### config.mk
export PLATFORM = sky130hd
export DESIGN_NAME = cpp_port
export DESIGN_NICKNAME = d
export VERILOG_FILES = /design/src/hdl/cpp_pkg.sv /design/src/hdl/cpp_regmem.sv /design/src/hdl/cpp_port.sv
export SDC_FILE = /design/constraint.sdc
export NUM_CORES = 2
export LEC_CHECK = 0
export ABC_AREA = 1
export BUFFER_PORTS_ARGS = -buffer_cell sky130_fd_sc_hd__buf_4
export CORE_ASPECT_RATIO = 2
export CORE_MARGIN = 4
export CORE_UTILIZATION = 60
export CTS_BUF_LIST = sky130_fd_sc_hd__clkbuf_4 sky130_fd_sc_hd__clkbuf_8
export DETAILED_ROUTE_END_ITERATION = 7
export HOLD_SLACK_MARGIN = 0.1
export MAX_ROUTING_LAYER = met4
export PLACE_DENSITY_LB_ADDON = 0.15
export SYNTH_ARGS = -nofsm -noshare
export SYNTH_HDL_FRONTEND = slang
export SYNTH_HIERARCHICAL = 1
export SYNTH_SLANG_ARGS = --single-unit
export TNS_END_PERCENT = 10
### constraint.sdc
create_clock -name clk -period 41.3 [get_ports clk]
set_input_delay 12.39 -clock clk [delete_from_list [all_inputs] [get_ports clk]]
set_output_delay 12.39 -clock clk [all_outputs]
set_load 0.02 [all_outputs]
### src/hdl/cpp_pkg.sv
// Purpose: Shared constants for the control port pin function block
// Assumes: 40 MHz system clock, 8-bit register space of 64 locations
// Notes: Mode and select encodings follow the pin definitions
package cpp_pkg;
  localparam int DATA_W = 8;
  localparam int ADDR_W = 6;
  localparam int DEPTH = 64;
  // Interface mode select
  localparam logic [1:0] MODE_HW = 2'h0;
  localparam logic [1:0] MODE_SERIAL = 2'h1;
  localparam logic [1:0] MODE_STROBE_DIR = 2'h2;
  localparam logic [1:0] MODE_SEP_STROBE = 2'h3;
  // Channel 1 transmit pattern codes
  localparam logic [1:0] PATT_NORMAL = 2'h0;
  localparam logic [1:0] PATT_ONES = 2'h1;
  localparam logic [1:0] PATT_PRBS = 2'h2;
  localparam logic [1:0] PATT_PWRDN = 2'h3;
  // Channel 2 loopback codes
  localparam logic [1:0] LB_NONE = 2'h0;
  localparam logic [1:0] LB_ANALOG = 2'h1;
  localparam logic [1:0] LB_DIGITAL = 2'h2;
  localparam logic [1:0] LB_REMOTE = 2'h3;
  // Software control register holding channel 2 loopback incl. inband
  localparam logic [5:0] LOOP_REG_ADDR = 6'h02;
  localparam int LOOP_INBAND_BIT = 2;
  // Serial frame: R/W bit, 6 address bits, 1 spare, 8 data bits
  localparam int SER_FRAME_BITS = 16;
  localparam logic [4:0] SER_CMD_BITS = 5'h08;
  localparam logic [7:0] RESET_DATA = 8'h00;
endpackage

### src/hdl/cpp_regmem.sv
// Purpose: Small register memory for the control port
// Assumes: One write and one read port on one clock
// Notes: Read data come out of a register one cycle after the address
`timescale 1ns/1ps
module cpp_regmem (
  // Clock, reset and enable
  input wire logic clk,
  input wire logic reset,
  input wire logic clk_en,
  // Write side
  input wire logic wr_en,
  input wire logic [cpp_pkg::ADDR_W-1:0] wr_addr,
  input wire logic [cpp_pkg::DATA_W-1:0] wr_data,
  // Read side
  input wire logic [cpp_pkg::ADDR_W-1:0] rd_addr,
  output logic [cpp_pkg::DATA_W-1:0] rd_data
);
  logic [cpp_pkg::DATA_W-1:0] mem_r [cpp_pkg::DEPTH];

  // Storage array, cleared on reset so reads are defined
  always_ff @(posedge clk or posedge reset) begin
    if (reset) begin
      for (int i = 0; i < cpp_pkg::DEPTH; i++) begin
        mem_r[i] <= cpp_pkg::RESET_DATA;
      end
    end else if (clk_en && wr_en) begin
      mem_r[wr_addr] <= wr_data;
    end
  end

  // Registered read port
  always_ff @(posedge clk or posedge reset) begin
    if (reset) begin
      rd_data <= cpp_pkg::RESET_DATA;
    end else if (clk_en) begin
      rd_data <= (wr_en && wr_addr == rd_addr) ? wr_data : mem_r[rd_addr];
    end
  end
endmodule

### src/hdl/cpp_port.sv
// Purpose: Control port of a dual channel line interface device
// Assumes: All port pins are asynchronous to clk and are synchronised
// Notes: Shift clock edges are found by oversampling at 40 MHz
`timescale 1ns/1ps
// Function
// - Serial input bit captured on each shift clock rising edge.
// - Serial output launched on rising edge if edge select low, else fall.
// - Data strobe latches bus on writes, device drives bus on reads.
// - Separate style: bus driven while read strobe held low.
// - Separate style: write strobe rising edge commits write, bus captured.
// - Hardware mode pattern select: normal, ones, PRBS, power down.
// - Hardware mode loopback select: none, analog, digital, remote.
// - Inband loopback only under software control, never hardware mode.
// - Chip select low enables access; port ignored while high.
module cpp_port (
  // Clock, reset and enable
  input wire logic clk,
  input wire logic reset,
  input wire logic clk_en,
  // Interface mode strap
  input wire logic [1:0] if_mode,
  // Chip select
  input wire logic chip_sel_n,
  // Serial port pins
  input wire logic shift_clk,
  input wire logic output_edge_select,
  input wire logic serial_in,
  output logic serial_out,
  // Parallel port pins
  input wire logic [cpp_pkg::ADDR_W-1:0] addr,
  input wire logic parallel_data_strobe_n,
  input wire logic read_not_write,
  input wire logic read_strobe_n,
  input wire logic write_strobe_n,
  input wire logic [cpp_pkg::DATA_W-1:0] data_in,
  output logic [cpp_pkg::DATA_W-1:0] data_out,
  output logic data_oe,
  // Hardware mode select pins
  input wire logic [1:0] ch1_pattern_select,
  input wire logic [1:0] ch2_loopback_select,
  // Resulting channel controls
  output logic [1:0] ch1_tx_pattern_r,
  output logic [1:0] ch2_loopback_r,
  output logic ch2_inband_loop_r
);
  typedef enum logic [1:0] {SER_IDLE, SER_CMD, SER_DATA} cpp_ser_e;

  // Synchroniser stages
  logic [13:0] s1_r;
  logic [13:0] s2_r;
  logic [cpp_pkg::ADDR_W-1:0] addr1_r, addr_s;
  logic [cpp_pkg::DATA_W-1:0] din1_r, din_s;
  logic [3:0] hw1_r, hw_s;
  logic sclk_d_r;
  logic strobe_d_r;
  logic wrs_d_r;
  cpp_ser_e ser_st_r;
  logic [4:0] bit_cnt_r;
  logic ser_read_r;
  logic [cpp_pkg::ADDR_W-1:0] ser_addr_r;
  logic [cpp_pkg::DATA_W-1:0] ser_shift_r;
  logic [cpp_pkg::DATA_W-1:0] ser_out_sh_r;
  logic ser_load_r;
  logic wr_en;
  logic [cpp_pkg::ADDR_W-1:0] wr_addr;
  logic [cpp_pkg::DATA_W-1:0] wr_data;
  logic [cpp_pkg::ADDR_W-1:0] rd_addr;
  logic [cpp_pkg::DATA_W-1:0] rd_data;
  logic [1:0] mode_r;

  function automatic logic is_mode(input logic [1:0] m,
                                   input logic [1:0] want);
    is_mode = (m == want);
  endfunction

  // Two-stage synchronisers for every pin
  always_ff @(posedge clk or posedge reset) begin
    if (reset) begin
      // Idle pin levels, so no false strobe or shift edge after reset
      s1_r <= 14'h0F80;
      s2_r <= 14'h0F80;
      addr1_r <= '0;
      addr_s <= '0;
      din1_r <= '0;
      din_s <= '0;
      hw1_r <= 4'h0;
      hw_s <= 4'h0;
    end else if (clk_en) begin
      s1_r <= {if_mode, chip_sel_n, parallel_data_strobe_n, read_strobe_n,
               write_strobe_n, read_not_write, 4'h0, shift_clk,
               output_edge_select, serial_in};
      s2_r <= s1_r;
      addr1_r <= addr;
      addr_s <= addr1_r;
      din1_r <= data_in;
      din_s <= din1_r;
      hw1_r <= {ch1_pattern_select, ch2_loopback_select};
      hw_s <= hw1_r;
    end
  end

  wire cs_s = ~s2_r[11];
  wire ds_n_s = s2_r[10];
  wire rd_n_s = s2_r[9];
  wire wr_n_s = s2_r[8];
  wire rnw_s = s2_r[7];
  wire sclk_s = s2_r[2];
  wire edge_sel_s = s2_r[1];
  wire sdi_s = s2_r[0];

  // Mode register follows strap once synchronised
  always_ff @(posedge clk or posedge reset) begin
    if (reset) mode_r <= cpp_pkg::MODE_HW;
    else if (clk_en) mode_r <= s2_r[13:12];
  end

  // Edge detect history
  always_ff @(posedge clk or posedge reset) begin
    if (reset) begin
      sclk_d_r <= 1'b0;
      strobe_d_r <= 1'b1;
      wrs_d_r <= 1'b1;
    end else if (clk_en) begin
      sclk_d_r <= sclk_s;
      strobe_d_r <= ds_n_s;
      wrs_d_r <= wr_n_s;
    end
  end

  wire sclk_rise = sclk_s & ~sclk_d_r;
  wire sclk_fall = ~sclk_s & sclk_d_r;
  wire ser_on = is_mode(mode_r, cpp_pkg::MODE_SERIAL) & cs_s;
  wire sd_on = is_mode(mode_r, cpp_pkg::MODE_STROBE_DIR) & cs_s;
  wire sp_on = is_mode(mode_r, cpp_pkg::MODE_SEP_STROBE) & cs_s;
  // Write commits on the strobe's rising edge, data then held stable
  wire sd_wr = sd_on & ~rnw_s & ds_n_s & ~strobe_d_r;
  wire sp_wr = sp_on & wr_n_s & ~wrs_d_r;
  wire launch_edge = edge_sel_s ? sclk_fall : sclk_rise;

  // Serial receive state machine, shifts on shift clock rise
  always_ff @(posedge clk or posedge reset) begin
    if (reset) begin
      ser_st_r <= SER_IDLE;
      bit_cnt_r <= 5'h00;
      ser_read_r <= 1'b0;
      ser_addr_r <= '0;
      ser_shift_r <= '0;
    end else if (clk_en) begin
      if (!ser_on) begin
        ser_st_r <= SER_IDLE;
        bit_cnt_r <= 5'h00;
      end else if (sclk_rise) begin
        bit_cnt_r <= bit_cnt_r + 5'h01;
        case (ser_st_r)
          SER_IDLE: begin
            ser_read_r <= sdi_s;
            ser_st_r <= SER_CMD;
          end
          SER_CMD: begin
            if (bit_cnt_r <= 5'h06) ser_addr_r <= {sdi_s, ser_addr_r[5:1]};
            if (bit_cnt_r == cpp_pkg::SER_CMD_BITS - 5'h01) begin
              ser_st_r <= SER_DATA;
            end
          end
          SER_DATA: begin
            ser_shift_r <= {sdi_s, ser_shift_r[7:1]};
          end
          default: ser_st_r <= SER_IDLE;
        endcase
      end
    end
  end

  wire ser_wr = ser_on & sclk_rise & (ser_st_r == SER_DATA) & ~ser_read_r &
                (bit_cnt_r == 5'(cpp_pkg::SER_FRAME_BITS - 1));

  // Register write source selection
  always_comb begin
    wr_en = 1'b0;
    wr_addr = addr_s;
    wr_data = din_s;
    if (ser_wr) begin
      wr_en = 1'b1;
      wr_addr = ser_addr_r;
      wr_data = {sdi_s, ser_shift_r[7:1]};
    end else if (sd_wr || sp_wr) begin
      wr_en = 1'b1;
    end
  end

  assign rd_addr = ser_on ? ser_addr_r : addr_s;

  cpp_regmem cpp_regmem_i (
    .clk(clk),
    .reset(reset),
    .clk_en(clk_en),
    .wr_en(wr_en),
    .wr_addr(wr_addr),
    .wr_data(wr_data),
    .rd_addr(rd_addr),
    .rd_data(rd_data)
  );

  // Serial output shifter; loads at start of data phase, LSB first
  always_ff @(posedge clk or posedge reset) begin
    if (reset) begin
      ser_out_sh_r <= '0;
      ser_load_r <= 1'b0;
      serial_out <= 1'b0;
    end else if (clk_en) begin
      ser_load_r <= ser_on & (ser_st_r == SER_DATA);
      if (!ser_on) begin
        serial_out <= 1'b0;
      end else if (ser_st_r == SER_DATA && !ser_load_r) begin
        ser_out_sh_r <= rd_data;
      end else if (launch_edge && ser_read_r && ser_st_r == SER_DATA) begin
        serial_out <= ser_out_sh_r[0];
        ser_out_sh_r <= {1'b0, ser_out_sh_r[7:1]};
      end
    end
  end

  // Parallel read drive, held for the whole strobe low time
  always_ff @(posedge clk or posedge reset) begin
    if (reset) begin
      data_oe <= 1'b0;
      data_out <= '0;
    end else if (clk_en) begin
      data_oe <= (sd_on & rnw_s & ~ds_n_s) | (sp_on & ~rd_n_s);
      data_out <= rd_data;
    end
  end

  // Channel controls: pins in hardware mode, else loopback register sets ch2 and ch1 pattern holds
  always_ff @(posedge clk or posedge reset) begin
    if (reset) begin
      ch1_tx_pattern_r <= cpp_pkg::PATT_NORMAL;
      ch2_loopback_r <= cpp_pkg::LB_NONE;
      ch2_inband_loop_r <= 1'b0;
    end else if (clk_en) begin
      if (is_mode(mode_r, cpp_pkg::MODE_HW)) begin
        ch1_tx_pattern_r <= hw_s[3:2];
        ch2_loopback_r <= hw_s[1:0];
        ch2_inband_loop_r <= 1'b0;
      end else if (wr_en && wr_addr == cpp_pkg::LOOP_REG_ADDR) begin
        ch2_loopback_r <= wr_data[1:0];
        ch2_inband_loop_r <= wr_data[cpp_pkg::LOOP_INBAND_BIT];
      end
    end
  end

  // Assertions
  property p_hw_no_inband;
    @(posedge clk) disable iff (reset)
    (clk_en && is_mode(mode_r, cpp_pkg::MODE_HW)) |=> !ch2_inband_loop_r;
  endproperty
  a_hw_no_inband: assert property (p_hw_no_inband)
    else $error("inband loop set in hardware mode");

  property p_hw_patt;
    @(posedge clk) disable iff (reset)
    (clk_en && is_mode(mode_r, cpp_pkg::MODE_HW)) |=>
      ch1_tx_pattern_r == $past(hw_s[3:2]);
  endproperty
  a_hw_patt: assert property (p_hw_patt)
    else $error("pattern not following pins");

  property p_hw_loop;
    @(posedge clk) disable iff (reset)
    (clk_en && is_mode(mode_r, cpp_pkg::MODE_HW)) |=>
      ch2_loopback_r == $past(hw_s[1:0]);
  endproperty
  a_hw_loop: assert property (p_hw_loop)
    else $error("loopback not following pins");

  property p_cs_quiet;
    @(posedge clk) disable iff (reset)
    (clk_en && !cs_s) |=> !data_oe;
  endproperty
  a_cs_quiet: assert property (p_cs_quiet)
    else $error("bus driven without chip select");

  property p_rd_drive;
    @(posedge clk) disable iff (reset)
    (clk_en && sp_on && !rd_n_s) |=> data_oe;
  endproperty
  a_rd_drive: assert property (p_rd_drive)
    else $error("no drive during read strobe");

  property p_ds_drive;
    @(posedge clk) disable iff (reset)
    (clk_en && sd_on && rnw_s && !ds_n_s) |=> data_oe;
  endproperty
  a_ds_drive: assert property (p_ds_drive)
    else $error("no drive during data strobe read");

  property p_wr_commit;
    @(posedge clk) disable iff (reset)
    (clk_en && sp_wr) |-> (wr_en && wr_data == din_s);
  endproperty
  a_wr_commit: assert property (p_wr_commit)
    else $error("write strobe did not commit");

  property p_launch_only;
    @(posedge clk) disable iff (reset)
    (clk_en && ser_on && $changed(serial_out) && $past(ser_on)) |->
      $past(launch_edge);
  endproperty
  a_launch_only: assert property (p_launch_only)
    else $error("serial out changed off launch edge");

  // Commit must sit on a seen shift clock rise, last bit taken then
  property p_ser_capture;
    @(posedge clk) disable iff (reset)
    (clk_en && $past(clk_en) && ser_wr) |->
      (wr_data[7] == sdi_s && sclk_s && !$past(sclk_s));
  endproperty
  a_ser_capture: assert property (p_ser_capture)
    else $error("serial bit not captured on rise");
endmodule

Word-level counts from Yosys, hierarchy flattened
Index checks and enable logic that the tools add are counted.
{"block": "totals", "register_bits": 627, "input_bits": 31}
{"block": "classes", "addsub": 1, "magnitude_cmp": 4, "eq_ne": 14, "n_mux": 28, "bitwise_logic": 30, "reduce_logical": 22}
{"operator": "$bwmux W512", "n": 1}
{"operator": "$mux W8", "n": 7}
{"operator": "$bmux W8 S6", "n": 1}
{"operator": "$demux W8 S6", "n": 1}
{"operator": "$and A1 B1 Y1", "n": 18}
{"operator": "$ge A7 B7 Y1 const B", "n": 2}
{"operator": "$not A6 Y7", "n": 2}
{"operator": "$mux W6", "n": 2}
{"operator": "$reduce_and A4 Y1", "n": 3}
{"operator": "$mux W2", "n": 5}
{"operator": "$mux W5", "n": 2}
{"operator": "$not A1 Y1", "n": 9}
{"operator": "$mux W1", "n": 8}
{"operator": "$logic_and A1 B1 Y1", "n": 7}
{"operator": "$lt A7 B1 Y1 const B", "n": 1}
{"operator": "$eq A2 B2 Y1 const B", "n": 3}
{"operator": "$eq A6 B2 Y1 const B", "n": 1}
{"operator": "$eq A6 B6 Y1", "n": 1}
{"operator": "$ne A2 B2 Y1 const B", "n": 3}
{"operator": "$pmux W2 S3", "n": 1}
{"operator": "$reduce_and A2 Y1", "n": 3}
{"operator": "$reduce_and A3 Y1", "n": 2}
{"operator": "$add A5 B1 Y5 const B", "n": 1}
{"operator": "$eq A5 B3 Y1 const B", "n": 1}
{"operator": "11 further kinds", "n": 14}

Depth between registers and ports, before layout
{"block": "depth", "word_depth": 13, "ltp_mapped": 20, "depth_no_buf": 19}

Modules after synthesis
Netlist, hierarchy kept.
{"module": "cpp_regmem", "n_inst": 1, "cells_each": 3017, "area_per_inst_um2": 23920.4, "seq_area_each_um2": 13012.5}
{"module": "cpp_port", "n_inst": 1, "cells_each": 558, "area_per_inst_um2": 4677.0, "seq_area_each_um2": 2667.6}

Worst setup path before layout
OpenSTA, ideal clock, no wires.
{"block": "synth_path", "kind": "input-to-reg", "startpoint": "input port clk_en", "endpoint": "register cpp_regmem_i/mem_r[511] in the netlist's numbering", "setup_ps": 135, "t_arrival_ps": 13663, "t_required_ps": 41165, "setup_slack_ps": 27502, "cell_stages": 6, "path_cell_list": "nand2_1 nor4_4 nand2_1 clkbuf_1 nand2_1 o21ai_0"}
{"block": "synth_between", "elab_chain_len": 1}
{"element": "start, declared", "line_no": "cpp_port.sv:19", "source": "input wire logic clk_en,"}
{"element": "$logic_and A1 B1 Y1", "line_no": "cpp_regmem.sv:26", "source": "end else if (clk_en && wr_en) begin"}
{"element": "end signal, assigned by index", "line_no": "cpp_regmem.sv:24", "source": "mem_r[i] <= cpp_pkg::RESET_DATA;"}
{"element": "end signal, assigned by index", "line_no": "cpp_regmem.sv:27", "source": "mem_r[wr_addr] <= wr_data;"}
{"element": "end, declared", "line_no": "cpp_regmem.sv:18", "source": "logic [cpp_pkg::DATA_W-1:0] mem_r [cpp_pkg::DEPTH];"}
No other way between the ends.
A chain may end at the register's enable or synchronous reset.

Worst setup path after layout
{"block": "layout_path", "startpoint": "input port clk_en", "endpoint": "register cpp_regmem_i/mem_r[49] in the netlist's numbering"}
Same word-level chain as after synthesis.

==> impl_metrics.ini <==
[clocking]
cts_tree = yes
htree_levels = 3
post-cts-setup-buffers = 0
worst_skew_pair.late_latency_ns = 0.70
cts_resized = 0
cts_root_buffer = clkbuf_8
clock_sinks = 626
holdBufCountCts = 0
clk_pin_slew_ns = 0.07
clk_path_buf_depth = 3
numCtsBuffers = 86

[sta]
drv_slew = 0
period_needed_ns = 14.82
slew_headroom_pct = 19.5
finalCritPeriodShare_pct = 35.9
fmax_mhz = 67.5
setup_violations = 0
fin_skew_ns = 0.0431
finalHoldViolCount = 0
holdWs_ns = 0.465
rsz0062_at_grt = false
tightest_slew_ns = 1.20
fin_tns_setup_ns = 0

[setup_path]
cpMaxStageDelayCell = nor4_4
cp_slowest_stage_delay_ns = 1.06
crit_type = in2reg
reg2reg_from = mode_r[1]$_DFFE_PP0P_
crit_path_end_kind = flop
worstPathArrival_ns = 15.38
required_ns = 41.86
worstSetupStartpoint = clk_en
start_kind = primary input
path_common_cell = nand2_1
crit_buf_inv = 1
cp_max_fo = 55
path_cells = buf_4 -> nand2_1 -> nor4_4 -> nand2_1 -> o21ai_0
cp_top_family = simple AND/OR/NAND/NOR gates

[detailed_routing]
wl_met1_um = 29000
vias_per_cell = 5.86
routed.top_layer = met4
dr.first_iter.drc_count = 2587
num_vias = 24400
wl_met2_um = 40400
wl_met3_um = 5240
drt-wirelength-per-cell_um = 19.3
wirelength_um = 80600
route.antenna.remaining_nets = 0
drc_errors = 0
first_pass_iters = 6

[synth]
netlist.area_leader.share_pct = 53.7
netlist_top_cells_count = 1459 x nand2_1, 614 x dfrtp_1, 611 x o21ai_0, 457 x nand3_1, 169 x clkbuf_1
synth.most_common_cell = nand2_1
yosysTopAreaCell = dfrtp_1
ys_seq_elements = 626
seq_area_frac_synth_pct = 54.8
async_reset_ff_share_pct = 100
ys_warn_count = 6
netlist_area_sq_um = 28600
synthFlopType = dfrtp_1
yosysUniqueCellTypes = 36
yosys-top-cells-area = dfrtp_1 54%, nand2_1 19%, o21ai_0 11%
synth_edf_count = 0
syn_nets = 3609
post_synth.cell_area_avg_sq_um = 8.00
synth_cells = 3575

[power_and_ir_drop]
power.total_mw = 1.37
power.density_nw_per_um2 = 44.4
irDropWorstVdd_v = 0.0000398
p_leak_nw = 14.1

[status]
status = finished, final reports clean

[floorplan]
die_h_um = 317
io_pins = 46
start_util_pct = 60.9
die-width_um = 162
die_area_sq_um = 51400
rows = 112
design.core.area_sq_um = 46900

[global_route]
antenna_found_initial = 1
grt_max_degree = 178
grt-ovfl-total = 0
track_usage_pct = 32.7
grt_pass1_vias = 24000
grt_pass1_wl_um = 129000

[layout]
final_cells = 4173
area_growth_pct = 7.62
nets = 3517
layout-drive-gt1-share_pct = 7.76
final_util_pct = 65.6

[placement]
gp_congestion = 0.932
portBuffers = 45
dp_hpwl_um = 49900
dp.cells = 4022

[hold_path]
holdCritStartpoint = s1_r[11]$_DFFE_PP1P_
hp-class = reg2reg

[flow_run]
maxCapViolations = 0
## worst paths after layout
check,end,slack (ns),cells past startpoint
setup / recovery,cpp_regmem_i/mem_r[49]$_DFFE_PP0P_,26.48,5
hold / removal,s1_r[11]$_DFFE_PP1P_,0.46,2
setup reg to reg,cpp_regmem_i/rd_data[4]$_DFFE_PP0P_,36.05,17
hold reg to reg,s1_r[11]$_DFFE_PP1P_,0.46,2
max in group asynchronous,cpp_regmem_i/mem_r[243]$_DFFE_PP0P_,27.01,4
min in group asynchronous,hw_s[3]$_DFFE_PP0P_,11.74,2
## routing by layer
metal,up-vias,GRT usage (%)
met5,-,-
li1,11400,-
met1,11700,37.0
met2,1052,54.4
met3,273,4.62
met4,0,21.2
## cells by family (layout without fill, tap and decap cells)
logic type / Yosys count / after routing / synth area share (%)
AO/OA/AOI/OAI: 633 / 633 / 11.2
adder cells (fa/ha/maj): 3 / 3 / 0.131
buffers and inverters: 347 / 317 / 5.16
flip-flops: 626 / 626 / 54.8
other: 0 / 1 / 0
AND/OR/NAND/NOR: 1966 / 1966 / 28.7
## state kept, by name, indices dropped and copies added (netlist names), 5 cells and up
register,count
bit_cnt_r,5
din_s,8
addr_s,6
addr1_r,6
din1_r,8
data_out,8
ser_shift_r,7
cpp_regmem_i/mem_r,512
ser_out_sh_r,8
ser_addr_r,6
s1_r,10
cpp_regmem_i/rd_data,8
s2_r,10
## where the power goes
part           switching (mW)  internal (mW)  leakage [nW]
Combinational           0.154         0.0462          4.49
Sequential             0.0134          0.635          8.57
Clock                   0.233          0.286          1.00
## final cells by class
type                       instances  area (sq um)
multi-input combinational       2602         11500
tap                              627           785
clock buffer                     130          1650
timing repair buffer              74           581
fill                            3986         16200
clock inverter                    20           239
sequential                       626         15700
inverter                          93           367
antenna                            1          2.50
## worst reg2reg max path, delay by kind of cell (launching register included)
family	cells	cell delay, ns
buffers and inverters	4	2.60
and+or+nand+nor	12	1.98
DFF	1	0.47
AOI/OAI and AO/OA	1	0.14
## per-stage QoR
stage	instance area, sq um	setup WS (ns)
global route	30800	26.33
detailed placement	28900	25.90
global placement	28900	25.97
floorplan	28600	14.38
finish	30800	26.48
CTS	30800	26.63
## cells in the final DEF (no fill, tap or decap), drive strengths merged, types with 12 or more instances in the layout
cell    Yosys  routed
clkbuf    170     130
o21ai     614     614
clkinv      2      13
nor2       22      22
nand3     459     459
dfstp      12      12
inv        91      94
dfrtp     614     614
buf        84      74
nand2    1463    1463
a21oi      13      13
Note: power is estimated with default switching activity, not from simulation.
